[src/pkg/psc_pkg.sv]
// shared constants for the power state control block
package psc_pkg;
	localparam int REG_DW = 8;
	localparam int NUM_RAILS = 9;
	localparam int RAIL_IW = 4;
	localparam int MEM_RAIL_IDX = 6;
	localparam int IO_RAIL_IDX = 8;
	localparam logic [7:0] RAIL_BASE_ADDR = 8'h30;
	localparam logic [7:0] RAIL_LAST_ADDR = 8'h38;
	localparam logic [7:0] MEMORY_RAIL_CONTROL_ADDR = 8'h36;
	localparam logic [7:0] POWER_STATUS_ADDR = 8'h40;
	localparam logic [7:0] IRQ_MASK_ADDR = 8'h41;
	localparam logic [7:0] THERMAL_CTRL_ADDR = 8'h42;
	localparam logic [7:0] MODE_STATUS_ADDR = 8'h43;
	localparam int RAIL_CHANGE_BIT = 0;
	localparam int IO_DECAY_BIT = 1;
	localparam logic [7:0] RAIL_CTRL_RST = 8'h01;
	localparam logic [7:0] IO_CTRL_RST = 8'h02;
	localparam int NUM_SRC = 3;
	localparam int PEND_LSB = 3;
	localparam logic [2:0] IRQ_MASK_RST = 3'h7;
	localparam int THERM_COMP_BIT = 0;
	localparam int THERM_ISRC_BIT = 1;
	localparam logic [1:0] THERMAL_CTRL_RST = 2'h3;
	localparam int SY_ADAPTER = 0;
	localparam int SY_BAT2 = 2;
	localparam int SY_STANDBY = 3;
	localparam int SY_TERM = 4;
	localparam int SY_MEMEN = 5;
	localparam int SY_PG = 6;
	localparam int SY_UVLO = 7;
	localparam int SY_BKUP = 8;
	localparam int SY_5V4 = 9;
	localparam int SY_MSEL = 10;
	localparam int SY_W = 12;
	localparam logic [1:0] MEMSEL_LOW = 2'h0;
	localparam logic [1:0] MEMSEL_HIGH = 2'h3;
	localparam logic [1:0] MEM_TARGET_1V20 = 2'h0;
	localparam logic [1:0] MEM_TARGET_1V35 = 2'h1;
	localparam logic [1:0] MEM_TARGET_1V10 = 2'h2;
	// arbitrary neutral bus address
	localparam logic [6:0] I2C_DEV_ADDR = 7'h18;
	localparam logic [2:0] BIT_LAST = 3'h7;
endpackage : psc_pkg

[src/pkg/psc_reg_if.sv]
// register access path between bus slave and register file
`timescale 1ns/100ps
interface psc_reg_if;
	logic wr_stb;
	logic [7:0] addr;
	logic [7:0] wdata;
	logic [7:0] rdata;
	modport host(output wr_stb, output addr, output wdata, input rdata);
	modport regs(input wr_stb, input addr, input wdata, output rdata);
endinterface : psc_reg_if

[src/design/psc_top.sv]
// power state control: status, thermal, low power, memory and rtc paths
`timescale 1ns/100ps
// Function
// - three power-source comparator results readable as status
// - each source interrupt gated by own mask
// - thermal comparator and source on; separately disabled
// - standby low puts regulators into low power
// - standby high returns regulators to active
// - low power scaling only on programmed rails
// - io rail decays, governed by decay bit
// - register rewrites apply at once, also during low power
// - memory regulator follows its enable input
// - termination regulator follows termination control
// - memory type select picks 1.2/1.35/1.1 V
// - termination control scales memory rail
// - above undervoltage and 5.4 V pick higher rtc source
// - rtc from 5 V LDO above undervoltage and 5.4 V
// - standby state on falling standby with power good
// - standby scales programmed rails 0 to 5 and 7
module psc_top
	import psc_pkg::*;
(
	// clock and reset
	input wire logic core_clk_i,
	input wire logic rst_i,
	// two-wire register bus
	input wire logic scl_i,
	input wire logic sda_i,
	output logic sda_o,
	output logic sda_oe_n_o,
	// power-source comparators
	input wire logic adapter_present_i,
	input wire logic battery_one_low_i,
	input wire logic battery_two_low_i,
	// host and board pins
	input wire logic standby_i,
	input wire logic system_power_good_i,
	input wire logic memory_supply_enable_i,
	input wire logic termination_control_i,
	input wire logic [1:0] memory_type_select_i,
	// supply comparators
	input wire logic main_above_uvlo_i,
	input wire logic backup_above_main_i,
	input wire logic battery_above_5v4_i,
	// interrupt and mode
	output logic irq_o,
	output logic low_power_mode_o,
	output logic standby_state_o,
	// rail control
	output logic [NUM_RAILS-1:0] rail_scale_o,
	output logic io_rail_decay_o,
	output logic memory_supply_en_o,
	output logic termination_en_o,
	output logic [1:0] memory_target_o,
	// thermal and rtc
	output logic thermal_comp_en_o,
	output logic thermal_isrc_en_o,
	output logic rtc_from_backup_o,
	output logic rtc_ldo_from_5v_o
);
	psc_reg_if bus ();

	logic [SY_W-1:0] sy_d;
	logic [SY_W-1:0] sy_q;
	logic [NUM_SRC-1:0] src;
	logic [NUM_SRC-1:0] src_prev_ff, nxt_src_prev;
	logic [NUM_SRC-1:0] pend_ff, nxt_pend;
	logic [NUM_SRC-1:0] mask_ff, nxt_mask;
	logic [1:0] therm_ff, nxt_therm;
	logic stby_prev_ff, nxt_stby_prev;
	logic stby_state_ff, nxt_stby_state;
	logic [REG_DW-1:0] rail_ff [NUM_RAILS];
	logic [NUM_RAILS-1:0] nxt_scale;
	logic nxt_irq, nxt_lpm, nxt_decay, nxt_bkup, nxt_ldo5;
	logic [1:0] nxt_target;
	logic [REG_DW-1:0] rd;
	logic clr_wr;
	// standby and termination idle high; reset must not fake a sleep
	localparam logic [SY_W-1:0] SY_IDLE = (SY_W'(1) << SY_STANDBY) |
		(SY_W'(1) << SY_TERM);

	psc_i2c_slave u_bus (
		.core_clk_i(core_clk_i),
		.rst_i(rst_i),
		.scl_i(scl_i),
		.sda_i(sda_i),
		.sda_o(sda_o),
		.sda_oe_n_o(sda_oe_n_o),
		.bus(bus.host)
	);

	assign sy_d = {memory_type_select_i, battery_above_5v4_i,
		backup_above_main_i, main_above_uvlo_i, system_power_good_i,
		memory_supply_enable_i, termination_control_i, standby_i,
		battery_two_low_i, battery_one_low_i, adapter_present_i};

	psc_sync #(.W(SY_W), .RST_VAL(SY_IDLE)) u_pin_sync (
		.clk_i(core_clk_i),
		.rst_i(rst_i),
		.d_i(sy_d),
		.q_o(sy_q)
	);

	assign src = sy_q[SY_BAT2:SY_ADAPTER];
	assign clr_wr = bus.wr_stb && bus.addr == POWER_STATUS_ADDR;

	// control, mask and event flags
	always_comb begin
		nxt_src_prev = src;
		nxt_stby_prev = sy_q[SY_STANDBY];
		nxt_mask = mask_ff;
		nxt_therm = therm_ff;
		if (bus.wr_stb && bus.addr == IRQ_MASK_ADDR)
			nxt_mask = bus.wdata[NUM_SRC-1:0];
		if (bus.wr_stb && bus.addr == THERMAL_CTRL_ADDR)
			nxt_therm = bus.wdata[1:0];
		nxt_pend = pend_ff;
		if (clr_wr)
			nxt_pend = pend_ff & ~bus.wdata[PEND_LSB +: NUM_SRC];
		nxt_pend = nxt_pend | (src ^ src_prev_ff);
		// entry on falling standby only with power good
		nxt_stby_state = stby_state_ff;
		if (stby_prev_ff && !sy_q[SY_STANDBY] && sy_q[SY_PG])
			nxt_stby_state = 1'b1;
		else if (sy_q[SY_STANDBY])
			nxt_stby_state = 1'b0;
	end

	always_ff @(posedge core_clk_i or posedge rst_i) begin
		if (rst_i) begin
			src_prev_ff <= '0;
			stby_prev_ff <= 1'b0;
			mask_ff <= IRQ_MASK_RST;
			therm_ff <= THERMAL_CTRL_RST;
			pend_ff <= '0;
			stby_state_ff <= 1'b0;
		end else begin
			src_prev_ff <= nxt_src_prev;
			stby_prev_ff <= nxt_stby_prev;
			mask_ff <= nxt_mask;
			therm_ff <= nxt_therm;
			pend_ff <= nxt_pend;
			stby_state_ff <= nxt_stby_state;
		end
	end

	// rail control registers, one per address in the window
	for (genvar g = 0; g < NUM_RAILS; g++) begin : g_rail
		localparam logic [7:0] RADDR = RAIL_BASE_ADDR + 8'(g);
		localparam logic [7:0] RRST =
			(g == IO_RAIL_IDX) ? IO_CTRL_RST : RAIL_CTRL_RST;
		logic [REG_DW-1:0] nxt_rail;
		logic lpm_req;

		// new settings apply from the next cycle, even in low power
		always_comb begin
			nxt_rail = rail_ff[g];
			if (bus.wr_stb && bus.addr == RADDR)
				nxt_rail = bus.wdata;
		end

		always_ff @(posedge core_clk_i or posedge rst_i) begin
			if (rst_i)
				rail_ff[g] <= RRST;
			else
				rail_ff[g] <= nxt_rail;
		end

		// termination control drives the memory rail
		assign lpm_req = (g == MEM_RAIL_IDX) ? ~sy_q[SY_TERM] :
			~sy_q[SY_STANDBY];
		assign nxt_scale[g] = (g != IO_RAIL_IDX) && lpm_req &&
			rail_ff[g][RAIL_CHANGE_BIT];
	end

	// output stage
	always_comb begin
		// mask bit set blocks that source
		nxt_irq = |(nxt_pend & ~nxt_mask);
		nxt_lpm = ~sy_q[SY_STANDBY];
		// io rail decays instead of scaling
		nxt_decay = nxt_lpm & rail_ff[IO_RAIL_IDX][IO_DECAY_BIT];
		case (sy_q[SY_MSEL +: 2])
			MEMSEL_LOW: nxt_target = MEM_TARGET_1V20;
			MEMSEL_HIGH: nxt_target = MEM_TARGET_1V35;
			default: nxt_target = MEM_TARGET_1V10;
		endcase
		// below 5.4 V bypass to backup cell
		nxt_ldo5 = sy_q[SY_UVLO] & sy_q[SY_5V4];
		nxt_bkup = ~nxt_ldo5 | sy_q[SY_BKUP];
	end

	always_ff @(posedge core_clk_i or posedge rst_i) begin
		if (rst_i) begin
			irq_o <= 1'b0;
			low_power_mode_o <= 1'b0;
			standby_state_o <= 1'b0;
			rail_scale_o <= '0;
			io_rail_decay_o <= 1'b0;
			memory_supply_en_o <= 1'b0;
			termination_en_o <= 1'b0;
			memory_target_o <= MEM_TARGET_1V20;
			thermal_comp_en_o <= THERMAL_CTRL_RST[THERM_COMP_BIT];
			thermal_isrc_en_o <= THERMAL_CTRL_RST[THERM_ISRC_BIT];
			rtc_from_backup_o <= 1'b1;
			rtc_ldo_from_5v_o <= 1'b0;
		end else begin
			irq_o <= nxt_irq;
			low_power_mode_o <= nxt_lpm;
			standby_state_o <= nxt_stby_state;
			rail_scale_o <= nxt_scale;
			io_rail_decay_o <= nxt_decay;
			memory_supply_en_o <= sy_q[SY_MEMEN];
			termination_en_o <= sy_q[SY_TERM];
			memory_target_o <= nxt_target;
			thermal_comp_en_o <= nxt_therm[THERM_COMP_BIT];
			thermal_isrc_en_o <= nxt_therm[THERM_ISRC_BIT];
			rtc_from_backup_o <= nxt_bkup;
			rtc_ldo_from_5v_o <= nxt_ldo5;
		end
	end

	// register read mux; unmapped addresses read zero
	always_comb begin
		rd = '0;
		if (bus.addr >= RAIL_BASE_ADDR && bus.addr <= RAIL_LAST_ADDR)
			rd = rail_ff[RAIL_IW'(bus.addr - RAIL_BASE_ADDR)];
		else begin
			case (bus.addr)
				// live source status plus pending flags
				POWER_STATUS_ADDR: rd = REG_DW'({pend_ff, src});
				IRQ_MASK_ADDR: rd = REG_DW'(mask_ff);
				THERMAL_CTRL_ADDR: rd = REG_DW'(therm_ff);
				MODE_STATUS_ADDR: rd = REG_DW'({rtc_from_backup_o,
					rtc_ldo_from_5v_o, memory_target_o, standby_state_o,
					low_power_mode_o});
				default: rd = '0;
			endcase
		end
	end
	assign bus.rdata = rd;
endmodule : psc_top

[src/design/psc_sync.sv]
// three-stage input synchroniser, change taken when stages two and three agree
`timescale 1ns/100ps
module psc_sync #(
	parameter int W = 1,
	// idle level of each input, so reset does not fake an edge
	parameter logic [W-1:0] RST_VAL = '0
) (
	// clock and reset
	input wire logic clk_i,
	input wire logic rst_i,
	// data
	input wire logic [W-1:0] d_i,
	output logic [W-1:0] q_o
);
	logic [W-1:0] s1_ff;
	logic [W-1:0] s2_ff;
	logic [W-1:0] s3_ff;
	logic [W-1:0] nxt_q;

	// hold old value while the two stages disagree
	always_comb begin
		nxt_q = (s2_ff & s3_ff) | (q_o & (s2_ff | s3_ff));
	end

	always_ff @(posedge clk_i or posedge rst_i) begin
		if (rst_i) begin
			s1_ff <= RST_VAL;
			s2_ff <= RST_VAL;
			s3_ff <= RST_VAL;
			q_o <= RST_VAL;
		end else begin
			s1_ff <= d_i;
			s2_ff <= s1_ff;
			s3_ff <= s2_ff;
			q_o <= nxt_q;
		end
	end
endmodule : psc_sync

[src/design/psc_i2c_slave.sv]
// two-wire register bus slave with auto-incrementing register pointer
`timescale 1ns/100ps
module psc_i2c_slave
	import psc_pkg::*;
(
	// clock and reset
	input wire logic core_clk_i,
	input wire logic rst_i,
	// bus pins
	input wire logic scl_i,
	input wire logic sda_i,
	output logic sda_o,
	output logic sda_oe_n_o,
	// register side
	psc_reg_if.host bus
);
	typedef enum {
		ST_IDLE, ST_ADDR, ST_ADDR_ACK, ST_REG, ST_REG_ACK,
		ST_WDAT, ST_WDAT_ACK, ST_RDAT, ST_RACK, ST_RLOAD
	} psc_i2c_state_t;

	psc_i2c_state_t state_ff, nxt_state;
	logic [1:0] pin_q;
	logic [1:0] prev_ff;
	logic [2:0] cnt_ff, nxt_cnt;
	logic [7:0] sh_ff, nxt_sh;
	logic [7:0] reg_ff, nxt_reg;
	logic [7:0] wdat_ff, nxt_wdat;
	logic rw_ff, nxt_rw;
	logic ack_ff, nxt_ack;
	logic wr_ff, nxt_wr;
	logic nxt_oe_n;
	logic scl, sda, rise, fall, start, stop;
	logic [7:0] byte_in;
	logic ack_st;

	psc_sync #(.W(2)) u_pin_sync (
		.clk_i(core_clk_i),
		.rst_i(rst_i),
		.d_i({sda_i, scl_i}),
		.q_o(pin_q)
	);

	assign scl = pin_q[0];
	assign sda = pin_q[1];
	assign rise = scl & ~prev_ff[0];
	assign fall = ~scl & prev_ff[0];
	assign start = scl & prev_ff[0] & prev_ff[1] & ~sda;
	assign stop = scl & prev_ff[0] & ~prev_ff[1] & sda;
	assign byte_in = {sh_ff[6:0], sda};
	assign bus.wr_stb = wr_ff;
	assign bus.addr = reg_ff;
	assign bus.wdata = wdat_ff;

	always_comb begin
		nxt_state = state_ff;
		nxt_cnt = cnt_ff;
		nxt_sh = sh_ff;
		nxt_reg = reg_ff;
		nxt_wdat = wdat_ff;
		nxt_rw = rw_ff;
		nxt_ack = ack_ff;
		nxt_wr = 1'b0;
		if (start) begin
			nxt_state = ST_ADDR;
			nxt_cnt = '0;
			nxt_ack = 1'b0;
		end else if (stop) begin
			nxt_state = ST_IDLE;
		end else if (rise) begin
			case (state_ff)
				ST_ADDR, ST_REG, ST_WDAT: begin
					nxt_sh = byte_in;
					nxt_cnt = cnt_ff + 3'h1;
					if (cnt_ff == BIT_LAST) begin
						if (state_ff == ST_REG) begin
							nxt_reg = byte_in;
							nxt_state = ST_REG_ACK;
						end else if (state_ff == ST_WDAT) begin
							nxt_wdat = byte_in;
							nxt_wr = 1'b1;
							nxt_state = ST_WDAT_ACK;
						end else if (byte_in[7:1] == I2C_DEV_ADDR) begin
							nxt_rw = byte_in[0];
							nxt_state = ST_ADDR_ACK;
						end else begin
							nxt_state = ST_IDLE;
						end
					end
				end
				ST_RDAT: nxt_cnt = cnt_ff + 3'h1;
				// master not acknowledging ends the read
				ST_RACK: nxt_state = sda ? ST_IDLE : ST_RLOAD;
				default: ;
			endcase
		end else if (fall) begin
			case (state_ff)
				ST_ADDR_ACK, ST_REG_ACK, ST_WDAT_ACK: begin
					nxt_ack = ~ack_ff;
					nxt_cnt = '0;
					if (ack_ff) begin
						if (state_ff == ST_ADDR_ACK && rw_ff) begin
							nxt_sh = bus.rdata;
							nxt_reg = reg_ff + 8'h01;
							nxt_state = ST_RDAT;
						end else if (state_ff == ST_ADDR_ACK) begin
							nxt_state = ST_REG;
						end else begin
							// pointer moves only after the write strobe
							if (state_ff == ST_WDAT_ACK)
								nxt_reg = reg_ff + 8'h01;
							nxt_state = ST_WDAT;
						end
					end
				end
				// last bit stays driven through its whole high phase
				ST_RDAT: begin
					if (cnt_ff == '0)
						nxt_state = ST_RACK;
					else
						nxt_sh = {sh_ff[6:0], 1'b0};
				end
				ST_RLOAD: begin
					nxt_sh = bus.rdata;
					nxt_reg = reg_ff + 8'h01;
					nxt_cnt = '0;
					nxt_state = ST_RDAT;
				end
				default: ;
			endcase
		end
		ack_st = nxt_state == ST_ADDR_ACK || nxt_state == ST_REG_ACK ||
			nxt_state == ST_WDAT_ACK;
		nxt_oe_n = ~((ack_st & nxt_ack) | (nxt_state == ST_RDAT & ~nxt_sh[7]));
	end

	always_ff @(posedge core_clk_i or posedge rst_i) begin
		if (rst_i) begin
			state_ff <= ST_IDLE;
			prev_ff <= '0;
			cnt_ff <= '0;
			sh_ff <= '0;
			reg_ff <= '0;
			wdat_ff <= '0;
			rw_ff <= 1'b0;
			ack_ff <= 1'b0;
			wr_ff <= 1'b0;
			sda_oe_n_o <= 1'b1;
			sda_o <= 1'b0;
		end else begin
			state_ff <= nxt_state;
			prev_ff <= pin_q;
			cnt_ff <= nxt_cnt;
			sh_ff <= nxt_sh;
			reg_ff <= nxt_reg;
			wdat_ff <= nxt_wdat;
			rw_ff <= nxt_rw;
			ack_ff <= nxt_ack;
			wr_ff <= nxt_wr;
			sda_oe_n_o <= nxt_oe_n;
			sda_o <= 1'b0;
		end
	end
endmodule : psc_i2c_slave

[config.mk]
export PLATFORM = sky130hd
export DESIGN_NAME = psc_top
export DESIGN_NICKNAME = d
export VERILOG_FILES = /design/src/pkg/psc_pkg.sv /design/src/pkg/psc_reg_if.sv /design/src/design/psc_top.sv /design/src/design/psc_sync.sv /design/src/design/psc_i2c_slave.sv
export SDC_FILE = /design/constraint.sdc
export NUM_CORES = 1
export LEC_CHECK = 0
export ABC_AREA = 1
export BUFFER_PORTS_ARGS = -buffer_cell sky130_fd_sc_hd__buf_4
export CAP_MARGIN = 20
export CORE_UTILIZATION = 30
export DETAILED_ROUTE_END_ITERATION = 10
export MAX_ROUTING_LAYER = met4
export PLACE_DENSITY = 0.55
export SETUP_SLACK_MARGIN = 0.1
export SLEW_MARGIN = 30
export SYNTH_ARGS = -nofsm -noshare
export SYNTH_HDL_FRONTEND = slang
export SYNTH_SLANG_ARGS = --single-unit
[constraint.sdc]
create_clock -name core_clk_i -period 8.4 [get_ports core_clk_i]
set_input_delay 1.68 -clock core_clk_i [delete_from_list [all_inputs] [get_ports core_clk_i]]
set_output_delay 1.68 -clock core_clk_i [all_outputs]
set_load 0.01 [all_outputs]
# == Word level (Yosys, flattened, before mapping) ==
# Cells that the tools add are included.
# op_classes
n_mux,63
add_sub_neg,3
magnitude_cmp,3
n_bitwise,42
n_reduce_logical,45
eq_ne,43
# ops
cell,n
$mux 32,10
$eq 32x3->1 const B,7
$eq 32x4->1 const B,7
$mux 8,20
$pmux 32 s3,1
$eq 8x6->1 const B,9
$eq 32x2->1 const B,2
$pmux 32 s2,1
$bmux 8 s4,1
$eq 32x1->1 const B,1
$eq 8x7->1 const B,4
$mux 3,9
$and 12x12->12,2
$logic_and 1x1->1,24
$or 12x12->12,2
$pmux 6 s4,1
$pmux 8 s3,1
$pmux 8 s2,1
$reduce_and 8->1,2
$mux 1,14
$not 1->1,14
$and 1x1->1,11
$reduce_and 10->1,1
$reduce_bool 3->1,3
other kinds (37),51
# totals
inputBits,16
ff_bits,225
out_inout_bits,23

# == Depth between registers and ports, before layout ==
# depth
ltp_word,17
ltp_mapped,18
mapped_depth_nobuf,18

# == Cells and area by module ==
# Synthesis repeated with hierarchy kept, for this count alone.
# hier_totals
cells_unflattened,1174
hier_area_um2,10013.4
# by_module_without_submodules
module,area_each_um2,cells_per_inst,n_inst
psc_top,4543.1,541,1
psc_i2c_slave,3823.7,519,1
psc_sync at u_pin_sync,1410.1,97,1
psc_sync at u_bus.u_pin_sync,236.5,17,1

# == Worst setup path after synthesis ==
# Ideal clock, no wire load.
# synth_path
kind,reg-to-reg
from,"register u_bus.reg_ff[0], in the netlist u_bus.bus.addr[0]"
to,register irq_o
slack_ps,6003
t_required_ps,8269
path_stages_with_launch,14
setup_time_ps,131
arrival_ps,2266
path_buffers,3
period_less_slack_ps,2397
path_cell_list,dfrtp_1 -> buf_2 -> clkinv_1 -> buf_2 -> buf_2 -> ha_1 -> inv_1 -> nor2_1 -> nand2_1 -> inv_1 -> nand2_1 -> o21ai_0 -> a21oi_1 -> or3_1
# synth_via
elab_chain_cells,6
# synth_rtl
element,line,rtl
"start, declared",psc_i2c_slave.sv:27,"logic [7:0] reg_ff, nxt_reg;"
"start signal, assigned",psc_i2c_slave.sv:155,reg_ff <= nxt_reg;
"$eq 8x7->1, on equally long branches","psc_top.sv:105, psc_top.sv:113",
"$logic_and 1x1->1, on equally long branches","psc_top.sv:105, psc_top.sv:113",
"$mux 3, on equally long branches","psc_top.sv:118, psc_top.sv:113",
$or 3x3->3 or $not 3->3 (tied branches),"psc_top.sv:120, psc_top.sv:179",
$and 3x3->3 *,psc_top.sv:179,nxt_irq = |(nxt_pend & ~nxt_mask);
$reduce_or 3->1 *,psc_top.sv:179,
named net nxt_irq,psc_top.sv:74,"logic nxt_irq, nxt_lpm, nxt_decay, nxt_bkup, nxt_ldo5;"
"end signal, assigned",psc_top.sv:208,irq_o <= nxt_irq;
"end, declared",psc_top.sv:46,"output logic irq_o,"
# Mark *: on every way through the listed nets, which the timed path passes. The rest lies on a longest branch.
# A chain may end at the register's enable or synchronous reset.

# == Worst setup path in the final report ==
# layout_path
from,register u_bus.state_ff[14]
to,register u_bus.sh_ff[3]
# layout_via
elab_chain_cells,5
# layout_rtl
element,line,rtl
"start, declared",psc_i2c_slave.sv:22,"psc_i2c_state_t state_ff, nxt_state;"
"start signal, assigned",psc_i2c_slave.sv:151,state_ff <= nxt_state;
$eq 32x2->1 or $eq 32x3->1 (tied branches),psc_i2c_slave.sv:97,case (state_ff)
$reduce_or 3->1,psc_i2c_slave.sv:97,
$pmux 8 s3,psc_i2c_slave.sv:97,
$mux 8,psc_i2c_slave.sv:96,end else if (fall) begin
$mux 8,psc_i2c_slave.sv:70,end else if (rise) begin
"end signal, assigned",psc_i2c_slave.sv:154,sh_ff <= nxt_sh;
"end, declared",psc_i2c_slave.sv:26,"logic [7:0] sh_ff, nxt_sh;"
# Parallel ways exist; a longest one is shown, timed or not. The select of a mux whose other input is x is not followed.

==> impl_metrics.ini <==
[power]
total_power_mw = 3.17
power_frac_seq = 0.397
p_leak_nw = 5.02
p_per_area_mw_per_mm2 = 280
netSwitchingFraction = 0.342
internal-power_mw = 2.09
clkPwrFrac = 0.356
irDropWorstVdd_uv = 197
switching_power_mw = 1.08
pwr-share-comb = 0.247

[global_route]
grt_pass1_wl_microns = 38700
grt_start_max_net_pins = 109
track_usage = 0.149
grt_overflow = 0
antenna_found_initial = 0
grt_pass1_vias = 7307

[setup_path]
worst-path-buf-inv = 1
crit_chain = nor2_1 > nand2_1 > nor2_1 > inv_1 > nor2_1 > nand2_1 > nand3_1 > nand2_1 > a21oi_4 > o2111ai_1 > o21a_1
cp_data_arrival_time_ps = 3510
r2r_start = u_bus.state_ff[14]$_DFF_PP0_
cp_max_fo = 14
path_depth = 11
worstSetupStartpointType = register
critPathLaunch = u_bus.state_ff[14]$_DFF_PP0_
worstRegToRegCells = 11
end_kind = register
cp_top_family = simple AND/OR/NAND/NOR gates
critPathRequiredTime_ps = 8820
slowest_stage = nor2_1
path_class = register to register
cpPeakStageDelay_ps = 490

[finish]
fin_nets = 1153
fin_cells = 1579
drive_gt1_frac = 0.115
area_growth_pct = 15.7
antenna_cells = 0

[timing]
slew_headroom = 0.372
worst_pin_slew_ps = 939
finalHoldViolCount = 0
setup_viol = 0
min_period_ps = 3090
rsz0062_at_grt = false
period_share = 0.368
fmax_mhz = 324
fin_setup_tns_ps = 0
drv_slew = 0
finClkSkew_ps = 22.7

[yosys]
synth_flop_cell = dfrtp_1
synth_edf_count = 0
synth.most_common_cell = nand2_1
async_flop_share = 1.00
synth_area_sq_mm = 0.00977
syn_area_per_cell_sq_um = 8.91
yosys.area.top_type = dfrtp_1
synth_top_area_frac = 0.509
syn_inst = 1097
synth.top_cells.by_area = dfrtp_1 51%, nand2_1 10%, o21ai_0 6.7%
synth_cell_types = 57
synth_common_cells = 271 x nand2_1, 199 x dfrtp_1, 131 x o21ai_0, 125 x nor2_1, 85 x inv_1
ys_seq_area_frac = 0.574
yosysWarnings = 0
synth_seq_cells = 223

[placed_design]
place_hpwl_microns = 15600
gp_congestion = 0.882
io_buffers = 36
placed_cells = 1534

[run]
cap_viol_max_count = 0

[route]
drt-pass1-iter-count = 6
vias = 7470
wirelength_microns = 23300
drtIter0Drc = 554
route.detailed.drc = 0
antenna_left = 0
wl_per_cell_microns = 14.7
vias_per_cell = 4.73

[floorplanning]
die_y_microns = 183
die_area_sq_mm = 0.0333
num_io_pins = 39
coreArea_sq_mm = 0.0318
rows = 65
initial_core_util = 0.307
die_x_microns = 183

[clock_tree]
htree_levels = 1
cts_root_buf = clkbuf_16
clk_pin_slew_worst_paths_ps = 60
clock_latency_ps = 540
postCtsResizedCells = 0
cts_tree = built
clk_path_buf_depth = 3
ctsHoldBuffers = 0
cts_sinks = 223
post-cts-setup-buffers = 0
cts_buffers = 25

[hold_path]
hp-class = register to register
hp-start = u_pin_sync.s1_ff[10]$_DFF_PP0_
hold_depth = 0

[status]
status = completed
==> cell type report <==
type,count,area (sq um)
Inverter,94,365
Multi-Input combinational cell,741,3630
Clock inverter,10,173
Sequential cell,223,5610
Tap cell,435,544
Clock buffer,35,673
Fill cell,3279,20500
Timing Repair Buffer,41,308
==> layout by cell type (no fill, tap or decap), types with 5 or more instances in the layout <==
master	count
nand2_1	271
buf_4	41
maj3_1	14
nand3_1	57
a31oi_1	8
inv_2	6
nor3_1	8
clkbuf_1	9
dfstp_2	24
clkbuf_16	25
a21oi_1	34
nor2_1	125
nand4_1	10
o21ai_0	131
a41oi_1	6
dfrtp_1	199
inv_1	84
ha_1	11
a22oi_1	5
==> sequential cells by signal, summed over array words and instances, names as in the netlist, 3 cells and up <==
| register | count |
|---|---|
| u_pin_sync.q_o | 12 |
| u_pin_sync.s3_ff | 12 |
| u_bus.sh_ff | 8 |
| u_bus.state_ff | 32 |
| u_bus.bus.wdata | 8 |
| u_bus.bus.addr | 8 |
| u_pin_sync.s2_ff | 12 |
| pend_ff | 3 |
| src_prev_ff | 3 |
| u_pin_sync.s1_ff | 12 |
| mask_ff | 3 |
| rail_scale_o | 8 |
| rail_ff | 72 |
| u_bus.cnt_ff | 3 |
==> routing by layer <==
metal	routed length (microns)	track usage
met1	11300	0.204
met2	10400	0.227
met3	1090	0.0237
met4	530	0.0413
met5	0	-
==> power groups by stage <==
stage | combinational [mW] | clock, mW | sequential (mW)
2_1_floorplan | 0.591 | 0 | 1.24
3_3_place_gp | 0.773 | 0 | 1.28
3_5_place_dp | 0.778 | 0 | 1.28
4_1_cts | 0.782 | 1.16 | 1.26
5_1_grt | 0.885 | 1.20 | 1.27
6_report | 0.782 | 1.13 | 1.26
==> worst paths after layout <==
kind	endpoint	slack, ps
worst min register to register	u_pin_sync.s2_ff[10]$_DFF_PP0_	340
worst max-delay path	u_bus.sh_ff[3]$_DFFE_PP0P_	5310
worst min-delay path	u_pin_sync.s2_ff[10]$_DFF_PP0_	340
worst max register to register	u_bus.sh_ff[3]$_DFFE_PP0P_	5310
max in group asynchronous	u_bus.state_ff[4]$_DFF_PP0_	5810
min in group asynchronous	u_pin_sync.s1_ff[0]$_DFF_PP0_	1270
==> through the flow <==
stage	instance area, sq um	hold WS [ps]	util	setup WS (ps)
after global routing	11300	351	0.356	4950
after floorplan	9780	331	-	654
after global placement	10500	332	0.329	5150
after detailed placement	10500	335	0.329	5130
after CTS	11300	340	0.356	5280
final	11300	338	0.356	5310
==> logic make-up after synthesis <==
kind of cell / count (synthesis) / synth area share
adders and majority gates: 25 / 0.0284
DFF: 223 / 0.574
AOI/OAI and AO/OA: 216 / 0.127
other: 1 / 0.000384
buffers and inverters: 134 / 0.0547
and+or+nand+nor: 492 / 0.210
xor gates and xnor gates: 6 / 0.00538
(Power assumes the default switching activity.)
